File: src/sbpr_cfg.svh
// Constants of the serial bus PHY base register bank
`ifndef SBPR_CFG_SVH
`define SBPR_CFG_SVH
// ==========================================================
// Register indices (byte address is four times the index)
`define SBPR_IDX_NODE 4'h0
`define SBPR_IDX_GAP 4'h1
`define SBPR_IDX_EXT 4'h2
`define SBPR_IDX_SPEED 4'h3
`define SBPR_IDX_PAGE 4'h7
`define SBPR_IDX_PAGED_LO 4'h8
`define SBPR_NUM_REGS 16
// ==========================================================
// Field positions
`define SBPR_NODE_ID_LSB 2
`define SBPR_ROOT_BIT 1
`define SBPR_PWR_BIT 0
`define SBPR_HOLDOFF_BIT 7
`define SBPR_LRR_BIT 6
`define SBPR_PAGE_LSB 5
// ==========================================================
// Reset and fixed values
`define SBPR_GAP_RESET 6'h3f
`define SBPR_EXT_VALUE 3'h7
`define SBPR_NUM_PORTS 4'h4
`define SBPR_SPEED_VALUE 3'h2
`define SBPR_DELAY_VALUE 4'h0
`define SBPR_RSVD_PAGE_LO 3'h2
`define SBPR_RSVD_PAGE_HI 3'h6
// ==========================================================
// Timing
`define SBPR_LONG_RESET_US 166
`define SBPR_CLK_MHZ 200
`define SBPR_LONG_RESET_CYCLES (`SBPR_LONG_RESET_US * `SBPR_CLK_MHZ)
`endif

File: src/sbpr_pkg.sv
// Types shared by the serial bus PHY base register bank
`default_nettype none
package sbpr_pkg;
  // ========================================================
  // Long bus-reset sequencer states, one-hot
  typedef enum logic [2:0] {
    SBPR_LR_IDLE = 3'h1,
    SBPR_LR_WAIT = 3'h2,
    SBPR_LR_RUN = 3'h4
  } sbpr_lrst_state_type;
endpackage : sbpr_pkg
`default_nettype wire

File: src/sbpr_regs.sv
// Base register bank of a four-port cable serial bus PHY, APB slave
// Functional notes
// - Sixteen registers; addresses 0 to 7 are fixed-layout base registers.
// - Addresses 8h-Fh are paged; page chosen by page selector in register 7.
// - Base field meaning does not depend on the selected page.
// - Reserved registers and reserved bits read as zero.
// - All paged registers on pages two to six read as zero.
// - Node identifier is loaded at self-ID; invalid from bus-reset until then.
// - Root flag cleared by bus-reset, set when node becomes root.
// - Cable power status bit follows the cable power sense input.
// - Root holdoff asks for root after bus-reset; hardware reset clears it.
// - Writing one to long reset request starts a 166 us bus-reset.
// - A receive or transmit under way finishes before that bus-reset.
// - Long reset request is cleared by hardware reset and any bus-reset; here a write of one in the same cycle as a bus-reset sets it.
// - Gap value sets fair gap, arbitration reset gap and arbitration delay.
// - Gap value updates on register write or configuration packet.
// - Gap loads 3Fh at hardware reset and after two bare bus-resets.
// - Extended-set field always reads 111b.
// - Port count field always reads four.
// - Register 3 holds speed 010b, a reserved bit, delay 0000b.
// - Register 7 holds page selector, a reserved bit, port selector.
// - Speed capability reads 010b, the 400 Mbit/s class.
//
// Added by the designer: register access over APB.
`timescale 1ns/1ps
`default_nettype none
`include "sbpr_cfg.svh"

module sbpr_regs #(
  parameter int LONG_RESET_CYCLES = `SBPR_LONG_RESET_CYCLES
) (
  input wire logic core_clk,
  input wire logic resetn,
  // APB slave
  input wire logic psel,
  input wire logic penable,
  input wire logic pwrite,
  input wire logic [31:0] paddr,
  input wire logic [31:0] pwdata,
  input wire logic [3:0] pstrb,
  output logic [31:0] prdata,
  output logic pready,
  output logic pslverr,
  // PHY core side
  input wire logic bus_reset_in,
  input wire logic self_id_done,
  input wire logic [5:0] self_id_node,
  input wire logic root_won,
  input wire logic cable_power_sense,
  input wire logic config_gap_load,
  input wire logic [5:0] config_gap_value,
  input wire logic link_op_busy,
  output logic node_id_valid,
  output logic root_holdoff,
  output logic [5:0] gap_count,
  output logic long_reset_active,
  output logic [2:0] page_select,
  output logic [3:0] port_select
);

  // ========================================================
  // APB decode
  // pready is tied high: every access completes in its first cycle
  wire logic setup_phase = psel & ~penable;
  wire logic access_phase = psel & penable;
  wire logic [3:0] reg_idx = paddr[5:2];
  wire logic addr_mapped = (paddr[31:6] == 26'h0) & (paddr[1:0] == 2'h0);
  wire logic wr_ok = access_phase & pwrite & addr_mapped & pstrb[0];
  // Only the two writable registers take data; the rest drop it
  wire logic wr_gap = wr_ok & (reg_idx == `SBPR_IDX_GAP);
  wire logic wr_page = wr_ok & (reg_idx == `SBPR_IDX_PAGE);

  // ========================================================
  // Register state
  logic [5:0] node_id_reg;
  logic node_valid_reg;
  logic root_reg;
  logic holdoff_reg;
  logic lrr_reg;
  logic [5:0] gap_reg;
  logic gap_touched_reg;
  logic reset_seen_reg;
  logic [2:0] page_reg;
  logic [3:0] port_reg;
  logic [31:0] rdata_reg;
  sbpr_pkg::sbpr_lrst_state_type lr_state_reg;
  sbpr_pkg::sbpr_lrst_state_type lr_state_next;
  logic [15:0] lr_cnt_reg;

  // ========================================================
  // Long bus-reset sequencer
  wire logic lr_start = (lr_state_next == sbpr_pkg::SBPR_LR_RUN) &
    (lr_state_reg != sbpr_pkg::SBPR_LR_RUN);
  // Last cycle of the run; the counter starts at zero on entry
  wire logic lr_done = (lr_state_reg == sbpr_pkg::SBPR_LR_RUN) &
    (lr_cnt_reg == 16'(LONG_RESET_CYCLES - 1));
  // Our own long reset counts as a bus-reset for every field
  wire logic bus_reset_evt = bus_reset_in | lr_start;
  wire logic lrr_set = wr_gap & pwdata[`SBPR_LRR_BIT];

  // Next state: a pending request waits for link traffic to end
  always_comb begin
    case (lr_state_reg)
      sbpr_pkg::SBPR_LR_IDLE: begin
        if (lrr_reg & link_op_busy) begin
          lr_state_next = sbpr_pkg::SBPR_LR_WAIT;
        end else if (lrr_reg) begin
          lr_state_next = sbpr_pkg::SBPR_LR_RUN;
        end else begin
          lr_state_next = sbpr_pkg::SBPR_LR_IDLE;
        end
      end
      sbpr_pkg::SBPR_LR_WAIT: begin
        // A bus-reset has already withdrawn the request: give up waiting
        if (!lrr_reg) begin
          lr_state_next = sbpr_pkg::SBPR_LR_IDLE;
        end else if (!link_op_busy) begin
          lr_state_next = sbpr_pkg::SBPR_LR_RUN;
        end else begin
          lr_state_next = sbpr_pkg::SBPR_LR_WAIT;
        end
      end
      sbpr_pkg::SBPR_LR_RUN: begin
        if (lr_done) begin
          lr_state_next = sbpr_pkg::SBPR_LR_IDLE;
        end else begin
          lr_state_next = sbpr_pkg::SBPR_LR_RUN;
        end
      end
      default: begin
        lr_state_next = sbpr_pkg::SBPR_LR_IDLE;
      end
    endcase
  end

  // State and duration counter
  always_ff @(posedge core_clk or negedge resetn) begin
    if (!resetn) begin
      lr_state_reg <= sbpr_pkg::SBPR_LR_IDLE;
      lr_cnt_reg <= 16'h0000;
    end else begin
      lr_state_reg <= lr_state_next;
      if (lr_state_reg == sbpr_pkg::SBPR_LR_RUN) begin
        lr_cnt_reg <= lr_cnt_reg + 16'h0001;
      end else begin
        lr_cnt_reg <= 16'h0000;
      end
    end
  end

  // ========================================================
  // Identity, root and reset request
  always_ff @(posedge core_clk or negedge resetn) begin
    if (!resetn) begin
      node_id_reg <= 6'h00;
      node_valid_reg <= 1'b0;
      root_reg <= 1'b0;
      lrr_reg <= 1'b0;
    end else begin
      if (self_id_done) begin
        node_id_reg <= self_id_node;
        node_valid_reg <= 1'b1;
      end else if (bus_reset_evt) begin
        node_valid_reg <= 1'b0;
      end
      // Set wins, since tree-ID always follows its own reset
      if (root_won) begin
        root_reg <= 1'b1;
      end else if (bus_reset_evt) begin
        root_reg <= 1'b0;
      end
      // A fresh write wins over a same-cycle bus-reset
      if (lrr_set) begin
        lrr_reg <= 1'b1;
      end else if (bus_reset_evt) begin
        lrr_reg <= 1'b0;
      end
    end
  end

  // ========================================================
  // Gap value and the two-reset reload tracker
  wire logic gap_update = wr_gap | config_gap_load;
  wire logic gap_reload = bus_reset_evt & reset_seen_reg &
    ~gap_touched_reg & ~gap_update;

  // Hold-off is untouched by bus-reset
  // A write or load in the same cycle as a bus-reset counts as an update
  always_ff @(posedge core_clk or negedge resetn) begin
    if (!resetn) begin
      holdoff_reg <= 1'b0;
      gap_reg <= `SBPR_GAP_RESET;
      gap_touched_reg <= 1'b0;
      reset_seen_reg <= 1'b0;
    end else begin
      if (wr_gap) begin
        holdoff_reg <= pwdata[`SBPR_HOLDOFF_BIT];
        gap_reg <= pwdata[5:0];
      end else if (config_gap_load) begin
        gap_reg <= config_gap_value;
      end else if (gap_reload) begin
        gap_reg <= `SBPR_GAP_RESET;
      end
      if (bus_reset_evt) begin
        reset_seen_reg <= 1'b1;
        gap_touched_reg <= gap_update;
      end else if (gap_update) begin
        gap_touched_reg <= 1'b1;
      end
    end
  end

  // ========================================================
  // Page and port selectors
  // A new selection shows from the next read setup onwards
  always_ff @(posedge core_clk or negedge resetn) begin
    if (!resetn) begin
      page_reg <= 3'h0;
      port_reg <= 4'h0;
    end else if (wr_page) begin
      page_reg <= pwdata[7:`SBPR_PAGE_LSB];
      port_reg <= pwdata[3:0];
    end
  end

  // ========================================================
  // Read views; base fields ignore the page entirely
  wire logic [7:0] rd_node = {node_id_reg, root_reg, cable_power_sense};
  wire logic [7:0] rd_gap = {holdoff_reg, lrr_reg, gap_reg};
  wire logic [7:0] rd_ext = {`SBPR_EXT_VALUE, 1'b0, `SBPR_NUM_PORTS};
  wire logic [7:0] rd_speed = {`SBPR_SPEED_VALUE, 1'b0, `SBPR_DELAY_VALUE};
  wire logic [7:0] rd_page = {page_reg, 1'b0, port_reg};
  wire logic page_rsvd = (page_reg >= `SBPR_RSVD_PAGE_LO) &
    (page_reg <= `SBPR_RSVD_PAGE_HI);
  // Port status pages are not held here, so every paged word reads zero
  // Pages two to six must stay zero even once port pages are added
  wire logic [7:0] rd_paged = page_rsvd ? 8'h00 : 8'h00;
  logic [7:0] rd_mux;

  // Register select; unlisted base words are reserved
  always_comb begin
    case (reg_idx)
      `SBPR_IDX_NODE: rd_mux = rd_node;
      `SBPR_IDX_GAP: rd_mux = rd_gap;
      `SBPR_IDX_EXT: rd_mux = rd_ext;
      `SBPR_IDX_SPEED: rd_mux = rd_speed;
      `SBPR_IDX_PAGE: rd_mux = rd_page;
      default: begin
        if (reg_idx >= `SBPR_IDX_PAGED_LO) begin
          rd_mux = rd_paged;
        end else begin
          rd_mux = 8'h00;
        end
      end
    endcase
  end

  // Read data is caught in the setup cycle so it leaves a flop
  // Trade-off: live inputs such as cable power are seen as they stood
  // at the setup edge, one cycle before the access completes
  always_ff @(posedge core_clk or negedge resetn) begin
    if (!resetn) begin
      rdata_reg <= 32'h0000_0000;
    end else if (setup_phase & ~pwrite) begin
      rdata_reg <= addr_mapped ? {24'h00_0000, rd_mux} : 32'h0000_0000;
    end
  end

  // ========================================================
  // Outputs
  // Handshake outputs are combinational; data outputs leave flops
  assign prdata = rdata_reg;
  assign pready = 1'b1;
  assign pslverr = access_phase & ~addr_mapped;
  assign node_id_valid = node_valid_reg;
  assign root_holdoff = holdoff_reg;
  assign gap_count = gap_reg;
  assign long_reset_active = (lr_state_reg == sbpr_pkg::SBPR_LR_RUN);
  assign page_select = page_reg;
  assign port_select = port_reg;

  // Helper counter: cycles spent in the current long reset
  logic [15:0] chk_len_reg;
  always_ff @(posedge core_clk or negedge resetn) begin
    if (!resetn) begin
      chk_len_reg <= 16'h0000;
    end else if (long_reset_active) begin
      chk_len_reg <= chk_len_reg + 16'h0001;
    end else begin
      chk_len_reg <= 16'h0000;
    end
  end

  // A read setup to a mapped word; its data shows one cycle later
  wire logic rd_setup = setup_phase & ~pwrite & addr_mapped;
endmodule : sbpr_regs

`default_nettype wire

File: config.mk
export PLATFORM = sky130hd
export DESIGN_NAME = sbpr_regs
export DESIGN_NICKNAME = d
export VERILOG_FILES = /design/src/sbpr_pkg.sv /design/src/sbpr_regs.sv
export VERILOG_INCLUDE_DIRS = /design/src
export SDC_FILE = /design/constraint.sdc
export NUM_CORES = 1
export LEC_CHECK = 0
export ABC_AREA = 1
export BUFFER_PORTS_ARGS = -buffer_cell sky130_fd_sc_hd__buf_2
export CAP_MARGIN = 20
export CELL_PAD_IN_SITES_DETAIL_PLACEMENT = 0
export CELL_PAD_IN_SITES_GLOBAL_PLACEMENT = 1
export CORE_ASPECT_RATIO = 1.4
export CORE_MARGIN = 8
export CORE_UTILIZATION = 35
export DETAILED_ROUTE_END_ITERATION = 7
export PLACE_DENSITY_LB_ADDON = 0.1
export SYNTH_ARGS = -nofsm -noshare
export SYNTH_HDL_FRONTEND = slang
export SYNTH_SLANG_ARGS = --single-unit
File: constraint.sdc
create_clock -name core_clk -period 2.3 [get_ports core_clk]
set_clock_uncertainty 0.05 [all_clocks]
set_input_delay 0.115 -clock core_clk [delete_from_list [all_inputs] [get_ports core_clk]]
set_output_delay 0.115 -clock core_clk [all_outputs]
set_load 0.005 [all_outputs]
## Word level (Yosys, flattened, before mapping)

Cells that the tools add are included.

- Register bits: 76
- Output and inout bits: 50
- Word-level logic and storage cells: 74

- Add/sub/neg operators: 1
- Eq/ne operators: 10
- Multiplexer cells: 18
- Bitwise logic cells: 24
- Reductions and logical operators: 8

Operators by type and width:

| operator | count |
|---|---|
| $pmux 8 s5 | 1 |
| $logic_not 26->1 | 1 |
| $mux 6 | 3 |
| $and 1x1->1 | 17 |
| $add 16x1->16 const B | 1 |
| $eq 16x16->1 const B | 1 |
| $mux 16 | 1 |
| $mux 3 | 5 |
| $pmux 3 s3 | 1 |
| $eq 4x2->1 const B | 2 |
| $mux 8 | 1 |
| $reduce_bool 2->1 | 4 |
| $eq 3x3->1 const B | 2 |
| $mux 1 | 6 |
| $not 1->1 | 5 |
| $eq 4x1->1 const B | 1 |
| $eq 4x3->1 const B | 1 |
| $logic_not 4->1 | 1 |
| $eq 3x1->1 const B | 1 |
| $eq 3x2->1 const B | 1 |
| $ne 3x3->1 const B | 1 |
| $reduce_bool 3->1 | 1 |
| $logic_not 2->1 | 1 |
| $or 1x1->1 | 2 |

## Logic depth before layout (Yosys ltp)

Gate-level depths: netlist of the first run.

- Depth in word-level cells: 13
- Gate-level depth with buffers: 10
- Depth with buffers taken out: 10

## Worst setup path before layout of the first run

OpenSTA, ideal clock, no wires.

- Path kind: register to register
- From: register lr_state_reg[0]
- To: register gap_reg[0] (netlist: gap_count[0])
- Setup time: 61 ps
- Arrival: 1337 ps
- Required time: 2189 ps
- Setup slack: 851 ps
- Stages on the path, launching flop included: 11
- Clock period less this slack: 1449 ps
- Cell sequence: dfstp_2 > inv_1 > nand2_1 > nand3_1 > nor2_1 > nand2_1 > nand2_2 > nand2_1 > nand3_2 > nand2_1 > nand2_1

- Longest elaborated chain between the ends: 11
- Elaborated cells between the ends (all ways): 14

RTL lines:

| element | RTL line | source |
|---|---|---|
| from (decl) | sbpr_regs.sv:86 | `sbpr_pkg::sbpr_lrst_state_type lr_state_reg;` |
| from (signal assigned) | sbpr_regs.sv:139 | `lr_state_reg <= sbpr_pkg::SBPR_LR_IDLE;` |
| from (signal assigned) | sbpr_regs.sv:142 | `lr_state_reg <= lr_state_next;` |
| $eq 3x3->1 | sbpr_regs.sv:95, sbpr_regs.sv:103 |  |
| $and 1x1->1 | sbpr_regs.sv:95 | `wire logic lr_done = (lr_state_reg == sbpr_pkg::SBPR_LR_RUN) &` |
| $mux 3 | sbpr_regs.sv:124 | `if (lr_done) begin` |
| $pmux 3 s3 | sbpr_regs.sv:103 | `case (lr_state_reg)` |
| $eq 3x3->1 | sbpr_regs.sv:92 | `wire logic lr_start = (lr_state_next == sbpr_pkg::SBPR_LR_RUN) &` |
| $and 1x1->1 (*) | sbpr_regs.sv:92 |  |
| $or 1x1->1 (*) | sbpr_regs.sv:98 | `wire logic bus_reset_evt = bus_reset_in \| lr_start;` |
| $and 1x1->1 (*) (2 in series) | sbpr_regs.sv:184 | `wire logic gap_reload = bus_reset_evt & reset_seen_reg &` |
| $and 1x1->1 (*) | sbpr_regs.sv:185 | `~gap_touched_reg & ~gap_update;` |
| $reduce_bool 3->1 (no line) (*) | -- |  |
| to (signal assigned) | sbpr_regs.sv:192 | `` gap_reg <= `SBPR_GAP_RESET; `` |
| to (signal assigned) | sbpr_regs.sv:198 | `gap_reg <= pwdata[5:0];` |
| to (signal assigned) | sbpr_regs.sv:200 | `gap_reg <= config_gap_value;` |
| to (decl) | sbpr_regs.sv:80 | `logic [5:0] gap_reg;` |

Every way passes the cells marked *; elsewhere a longest branch is shown, timed or not.
A chain may end at the register's enable or synchronous reset.

## Worst setup path in the final report of the first run

- From: register lr_state_reg[0]
- To: register gap_reg[5] (netlist: gap_count[5])

The elaborated chain is that of the path after synthesis.

==> metrics.md, run 1 <==
| Metric | Value |
|---|---|
| DR pass1 iterations | `4` |
| Peak supply drop | `0.000463 V` |
| Num CTS Buffers | `5` |
| Status | `completed` |
| Crit path top cell by count | `nand2_1` |
| Crit start category | `flip-flop` |
| Io pins | `141` |
| Global-route wire length before repair | `13.4 mm` |
| Post-DP Area | `3470 µm²` |
| Crit-path slowest cell | `dfstp_2` |
| Port bufs | `88` |
| Post-DP HPWL | `6.55 mm` |
| Gr ovfl total | `0` |
| Fin crit period | `1760 ps` |
| Hold Violations, Final | `0` |
| Slew HR | `58.2%` |
| CTS Buffer Depth | `2` |
| Routed WL | `8.00 mm` |
| Die area | `11900 µm²` |
| Final setup vio count | `0` |
| Core Footprint | `8460 µm²` |
| Critical path type | `reg -> reg` |
| Initial Util | `35.6%` |
| Fin crit share | `76.6%` |
| Area Growth Syn to Fin | `22.1%` |
| Commonest non-fill, non-tap cell in the layout | `nand2_1` |
| Most frequent cells in the layout | `nand2_1 (96), buf_2 (88), dfrtp_1 (45)` |
| Row Count | `40` |
| RSZ-0062 raised after global routing | `no` |
| Post-Synthesis Cells | `382` |
| DRC viols | `0` |
| Area leader, netlist | `dfrtp_1` |
| Root Buffer | `clkbuf_16` |
| Synth area leaders | `dfrtp_1 (37%), nand2_1 (12%), buf_4 (6.2%)` |
| Gates resized, CTS repair | `0` |
| Post-CTS Setup Bufs | `0` |
| Fillcell total | `889` |
| Least-Margin Pin Slew | `627 ps` |
| Post-synthesis area per instance | `7.89 µm²` |
| GRT Util Overall | `14.1%` |
| Pwr dens | `544 nW/µm²` |
| Vias per cell | `4.61` |
| Setup TNS | `0 ps` |
| DR vias | `2681` |
| Layout cells sized above 1 | `29.6%` |
| Die height | `126 µm` |
| Ant. Diodes | `0` |
| Finished layout cell area | `3680 µm²` |
| Warnings, synthesis | `0` |
| Largest register FFs | `16` |
| Drt wl/cell | `13.7 µm` |
| Pins over their slew limit | `0` |
| Hold Crit Class | `in -> reg` |
| Initial antenna violation count | `0` |
| Nets | `568` |
| End of the critical path | `gap_count[5]$_DFFE_PN1P_` |
| H-tree Lvls | `2` |
| FF-to-FF End | `gap_count[5]$_DFFE_PN1P_` |
| Worst skew pair latency | `290 ps` |
| Die W | `94.4 µm` |
| Distinct cells, synth | `36` |
| Worst EP arrival | `1940 ps` |
| Largest net degree at the start of global routing | `28` |
| CP max FO | `7` |
| Critical R2R Launch | `lr_state_reg[0]$_DFF_PN1_` |
| Crit. Startpoint | `lr_state_reg[0]$_DFF_PN1_` |
| Hold Buf Count CTS | `5` |
| Max_cap viols | `0` |
| Max frequency | `567 MHz` |
| Post-Syn Area | `3010 µm²` |
| LEAKAGE | `1.89 nW` |
| CTS tree | `done` |
| Synth top area share | `37.4%` |
| Worst-case reg-to-reg path depth | `10` |
| Worst-path cell chain | `inv_1, nand2_1, nand3_1, nor2_1, nand2_1, nand2_2, nand2_1, nand3_2, nand2_1, nand2_1` |
| Sink Count | `52` |
| Synthesis-stage register bit count | `52` |
| Worst setup EP type | `flip-flop` |
| Post-synthesis sequential area ratio | `43.5%` |
| Post-DRT Antenna Nets | `0` |
| Clock Pin Slew Worst Setup and Hold Paths | `70 ps` |
| Iter 0 DRT Violations | `80` |
| GP Congestion | `0.813` |
| Max incr delay on CP | `530 ps` |
| CP required | `2480 ps` |
| Reg-to-reg slack, setup | `540 ps` |
| Vias in the first global route | `2892` |
per-stage QoR:
stage                     power [W]  std cells  utilization (%)  hold slack (ps)  setup slack, ps
after floorplan             0.00110        405                -             -231              851
after global placement      0.00119        569             41.0              123              555
after detailed placement    0.00119        569             41.0              132              552
after CTS                   0.00203        582             43.5            0.782              526
after global routing        0.00210        582             43.5             12.7              393
final                       0.00200        582             43.5            0.205              537
worst max-delay path: cells and delay by family (launching register included):
family,cells,cell delay [ps]
AND/OR/NAND/NOR,9,1100
flip-flops,1,530
buffers and inverters,1,40
logic make-up after synthesis:
kind of cell / Yosys count / synth area share (%)
adders and majority gates: 1 / 0.415
buffers and inverters: 80 / 14.1
DFF: 52 / 43.5
other: 2 / 0.249
xor gates and xnor gates: 2 / 0.581
and+or+nand+nor: 204 / 32.9
AOI/OAI and AO/OA: 41 / 8.30
worst min path at each step:
stage | slack, ps | endpoint | depth (start not counted) | startpoint
after floorplan | -230 | gap_touched_reg$_DFFE_PN0P_ | 0 | resetn
after global placement | 120 | lr_state_reg[2]$_DFF_PN0_ | 1 | resetn
after detailed placement | 130 | lr_state_reg[2]$_DFF_PN0_ | 1 | resetn
after CTS | 0.8 | node_id_reg[1]$_DFFE_PN0P_ | 3 | self_id_node[1]
after global routing | 10 | node_id_reg[5]$_DFFE_PN0P_ | 3 | self_id_node[5]
final | 0.2 | node_id_reg[1]$_DFFE_PN0P_ | 3 | self_id_node[1]
routing by layer:
metal / vias to the layer above / GRT usage, % / part of all wire (%)
li1: 1368 / - / -
met1: 1228 / 14.8 / 39
met2: 74 / 25.4 / 53
met3: 11 / 4.34 / 6.3
met4: 0 / 4.87 / 2.2
met5: - / 0 / 0
cells in the mapped netlist:
cell type and instances:
nand2_1 96, a21oi_1 9, a31o_2 1, nor2_1 35
inv_2 3, nor3_1 4, nand3_2 2, buf_4 25
dfrtp_1 45, clkbuf_1 4, nor3b_2 2, nor2_2 2
or2_2 6, nand3_4 1, o21ai_1 12, a31oi_1 1
buf_6 4, nor2_4 1, o21ai_2 8, conb_1 2
nor4_1 2, nand3_1 21, clkinv_1 2, nand2_2 5
o22ai_2 1, inv_1 42, nor3_4 1, o21ai_0 8
xor2_1 2, nor3b_1 1, ha_1 1, dfstp_2 7
nand4_1 22, and2_1 1, nor2_8 2, o211ai_1 1
power by group:
group	total [W]	switching [W]	internal, W
clock	0.000827	0.000315	0.000512
combinational	0.000209	0.000119	0.0000904
sequential	0.000966	0.0000180	0.000948
cell type report:
| class | count | area, µm² | share of cell area [%] |
|---|---|---|---|
| flip-flops and latches | 52 | 1310 | 35.6 |
| well taps | 105 | 131 | 3.57 |
| inverters | 47 | 176 | 4.79 |
| clock inverters | 2 | 35.0 | 0.952 |
| multi-input cells | 273 | 1370 | 37.1 |
| repair buffers | 97 | 533 | 14.5 |
| clock buffers | 6 | 129 | 3.50 |
No activity file was read; power rests on OpenSTA's default activity.
==> run 2: changes to the inputs <==
--- a/config.mk
+++ b/config.mk
@@ -13,7 +13,7 @@
 export CELL_PAD_IN_SITES_GLOBAL_PLACEMENT = 1
 export CORE_ASPECT_RATIO = 1.4
 export CORE_MARGIN = 8
-export CORE_UTILIZATION = 35
+export CORE_UTILIZATION = 33
 export DETAILED_ROUTE_END_ITERATION = 7
 export PLACE_DENSITY_LB_ADDON = 0.1
 export SYNTH_ARGS = -nofsm -noshare
==> constraint.sdc (replaced) <==
create_clock -name core_clk -period 1.8 [get_ports core_clk]
set_clock_uncertainty 0.05 [all_clocks]
set_input_delay 0.09 -clock core_clk [delete_from_list [all_inputs] [get_ports core_clk]]
set_output_delay 0.09 -clock core_clk [all_outputs]
set_load 0.005 [all_outputs]
==> metrics.md, run 2 (synthesis gave the netlist of run 1 again) <==
| Metric | Value |
|---|---|
| Post-DRT Antenna Nets | `0 (unchanged)` |
| Peak supply drop | `0.000361 V (was 0.000463 V)` |
| DR vias | `2656 (was 2681)` |
| Vias in the first global route | `2886 (was 2892)` |
| DRC viols | `0 (unchanged)` |
| Vias per cell | `4.49 (was 4.61)` |
| Core Footprint | `8930 µm² (was 8460 µm²)` |
| Setup TNS | `0 ps (unchanged)` |
| Fin crit period | `1630 ps (was 1760 ps)` |
| Layout cells sized above 1 | `30.2% (was 29.6%)` |
| Cell family with most CP delay | `simple AND/OR/NAND/NOR gates (unchanged)` |
| Root Buffer | `clkbuf_16 (unchanged)` |
| Max_cap viols | `0 (unchanged)` |
| Initial antenna violation count | `0 (unchanged)` |
| Largest register FFs | `16 (unchanged)` |
| Clock Pin Slew Worst Setup and Hold Paths | `70 ps (about the same)` |
| GRT Util Overall | `12.9% (was 14.1%)` |
| Sink Count | `52 (unchanged)` |
| Gr ovfl total | `0 (unchanged)` |
| Worst-path cell chain | `ha_1, nand3_1, nor3b_2, nand2_1, o21ai_1, a21oi_1 (was inv_1, nand2_1, nand3_1, nor2_1, nand2_1, nand2_2, nand2_1, nand3_2, nand2_1, nand2_1)` |
| Nets | `575 (was 568)` |
| Worst setup EP type | `flip-flop (unchanged)` |
| Max frequency | `615 MHz (was 567 MHz)` |
| Commonest non-fill, non-tap cell in the layout | `nand2_1 (unchanged)` |
| Pins over their slew limit | `0 (unchanged)` |
| CP required | `1920 ps (was 2480 ps)` |
| GP Congestion | `0.847 (was 0.813)` |
| Finished layout cell area | `3760 µm² (was 3680 µm²)` |
| Hold Violations, Final | `0 (unchanged)` |
| Iter 0 DRT Violations | `67 (was 80)` |
| Worst skew pair latency | `280 ps (was 290 ps)` |
| Port bufs | `88 (unchanged)` |
| RSZ-0062 raised after global routing | `no (unchanged)` |
| Ant. Diodes | `0 (unchanged)` |
| Fin crit share | `90.4% (was 76.6%)` |
| Final setup vio count | `0 (unchanged)` |
| Drt wl/cell | `13.8 µm (was 13.7 µm)` |
| Status | `completed (unchanged)` |
| Worst EP arrival | `1750 ps (was 1940 ps)` |
| Most frequent cells in the layout | `nand2_1 (95), buf_2 (88), dfrtp_1 (45) (was nand2_1 (96), buf_2 (88), dfrtp_1 (45))` |
| Global-route wire length before repair | `13.4 mm (about the same)` |
| Row Count | `41 (was 40)` |
| Io pins | `141 (unchanged)` |
| Largest net degree at the start of global routing | `25 (was 28)` |
| Crit start category | `flip-flop (unchanged)` |
| Post-DP HPWL | `6.68 mm (was 6.55 mm)` |
| Num CTS Buffers | `5 (unchanged)` |
| H-tree Lvls | `2 (unchanged)` |
| DR pass1 iterations | `6 (was 4)` |
| CP max FO | `5 (was 7)` |
| Post-CTS Setup Bufs | `0 (unchanged)` |
| Post-DP Area | `3490 µm² (was 3470 µm²)` |
| LEAKAGE | `1.92 nW (was 1.89 nW)` |
| Critical path type | `reg -> reg (unchanged)` |
| Pwr dens | `688 nW/µm² (was 544 nW/µm²)` |
| Area Growth Syn to Fin | `24.7% (was 22.1%)` |
| CTS tree | `done (unchanged)` |
| Max incr delay on CP | `380 ps (was 530 ps)` |
| Crit-path slowest cell | `nor3b_2 (was dfstp_2)` |
| Fillcell total | `968 (was 889)` |
| Hold Crit Class | `in -> reg (unchanged)` |
| Die area | `12500 µm² (was 11900 µm²)` |
| CTS Buffer Depth | `2 (unchanged)` |
| Die height | `129 µm (was 126 µm)` |
| Routed WL | `8.18 mm (was 8.00 mm)` |
| Buffers & Inverters on Critical Path | `0 (was 1)` |
| Initial Util | `33.8% (was 35.6%)` |
| Die W | `96.8 µm (was 94.4 µm)` |
## run 2: timing repair
item	in CTS	in global routing
endpoints found under the hold margin	27	0
hold buffers	9	0
gates resized for setup	0	2
setup endpoints to repair	0	3
## run 2: layout make-up
cell class / count / area [µm²] / share of cell area, %
multi-input cells: 273 / 1380 / 36.6
clock buffers: 5 / 125 / 3.33
inverters: 47 / 176 / 4.69
well taps: 107 / 134 / 3.56
clock inverters: 3 / 42.5 / 1.13
repair buffers: 104 / 596 / 15.8
flip-flops and latches: 52 / 1310 / 34.8
## run 2: per-layer routing
| layer | part of all wire, % | track usage (%) | routed length (µm) | vias up |
|---|---|---|---|---|
| met5 | 0 | 0 | 0 | - |
| met4 | 0.89 | 3.45 | 73 | 0 |
| met3 | 4.3 | 3.19 | 352 | 4 |
| met2 | 54 | 24.6 | 4430 | 54 |
| met1 | 41 | 13.6 | 3320 | 1224 |
| li1 | - | - | - | 1374 |
## run 2: path summary, 6_finish.rpt
path | from | to | slack (ps) | depth (start not counted)
hold / removal | pwdata[1] | port_select[1]$_DFFE_PN0P_ | 10 | 3
setup reg to reg | lr_cnt_reg[0]$_DFF_PN0_ | lr_cnt_reg[12]$_DFF_PN0_ | 170 | 6
max in group asynchronous | resetn | gap_count[0]$_DFFE_PN1P_ | 870 | 3
hold reg to reg | reset_seen_reg$_DFFE_PN0P_ | reset_seen_reg$_DFFE_PN0P_ | 410 | 2
setup / recovery | lr_cnt_reg[0]$_DFF_PN0_ | lr_cnt_reg[12]$_DFF_PN0_ | 170 | 6
min in group asynchronous | resetn | lr_state_reg[1]$_DFF_PN0_ | 220 | 2
## run 2: through the flow
stage	setup WS, ps	std cells	util (%)	hold slack, ps	total power (W)
floorplan	351	405	-	-256	0.00141
global placement	163	574	39.1	-16.5	0.00152
detailed placement	138	574	39.1	-15.6	0.00153
CTS	111	591	42.0	1.07	0.00263
global route	89.2	591	42.1	14.6	0.00270
finish	173	591	42.1	11.1	0.00259
## run 2: worst register-to-register path: cells and delay by family (launching register included)
| family | cells | cell delay (ps) |
|---|---|---|
| flip-flops | 1 | 370 |
| AND/OR/NAND/NOR | 3 | 710 |
| adder cells (fa/ha/maj) | 1 | 200 |
| AO/OA/AOI/OAI | 2 | 180 |
## run 2: power by group
group | internal (W) | switching (W) | leakage [nW]
Sequential | 0.00121 | 0.0000268 | 0.677
Clock | 0.000654 | 0.000415 | 0.0798
Combinational | 0.000124 | 0.000155 | 1.16
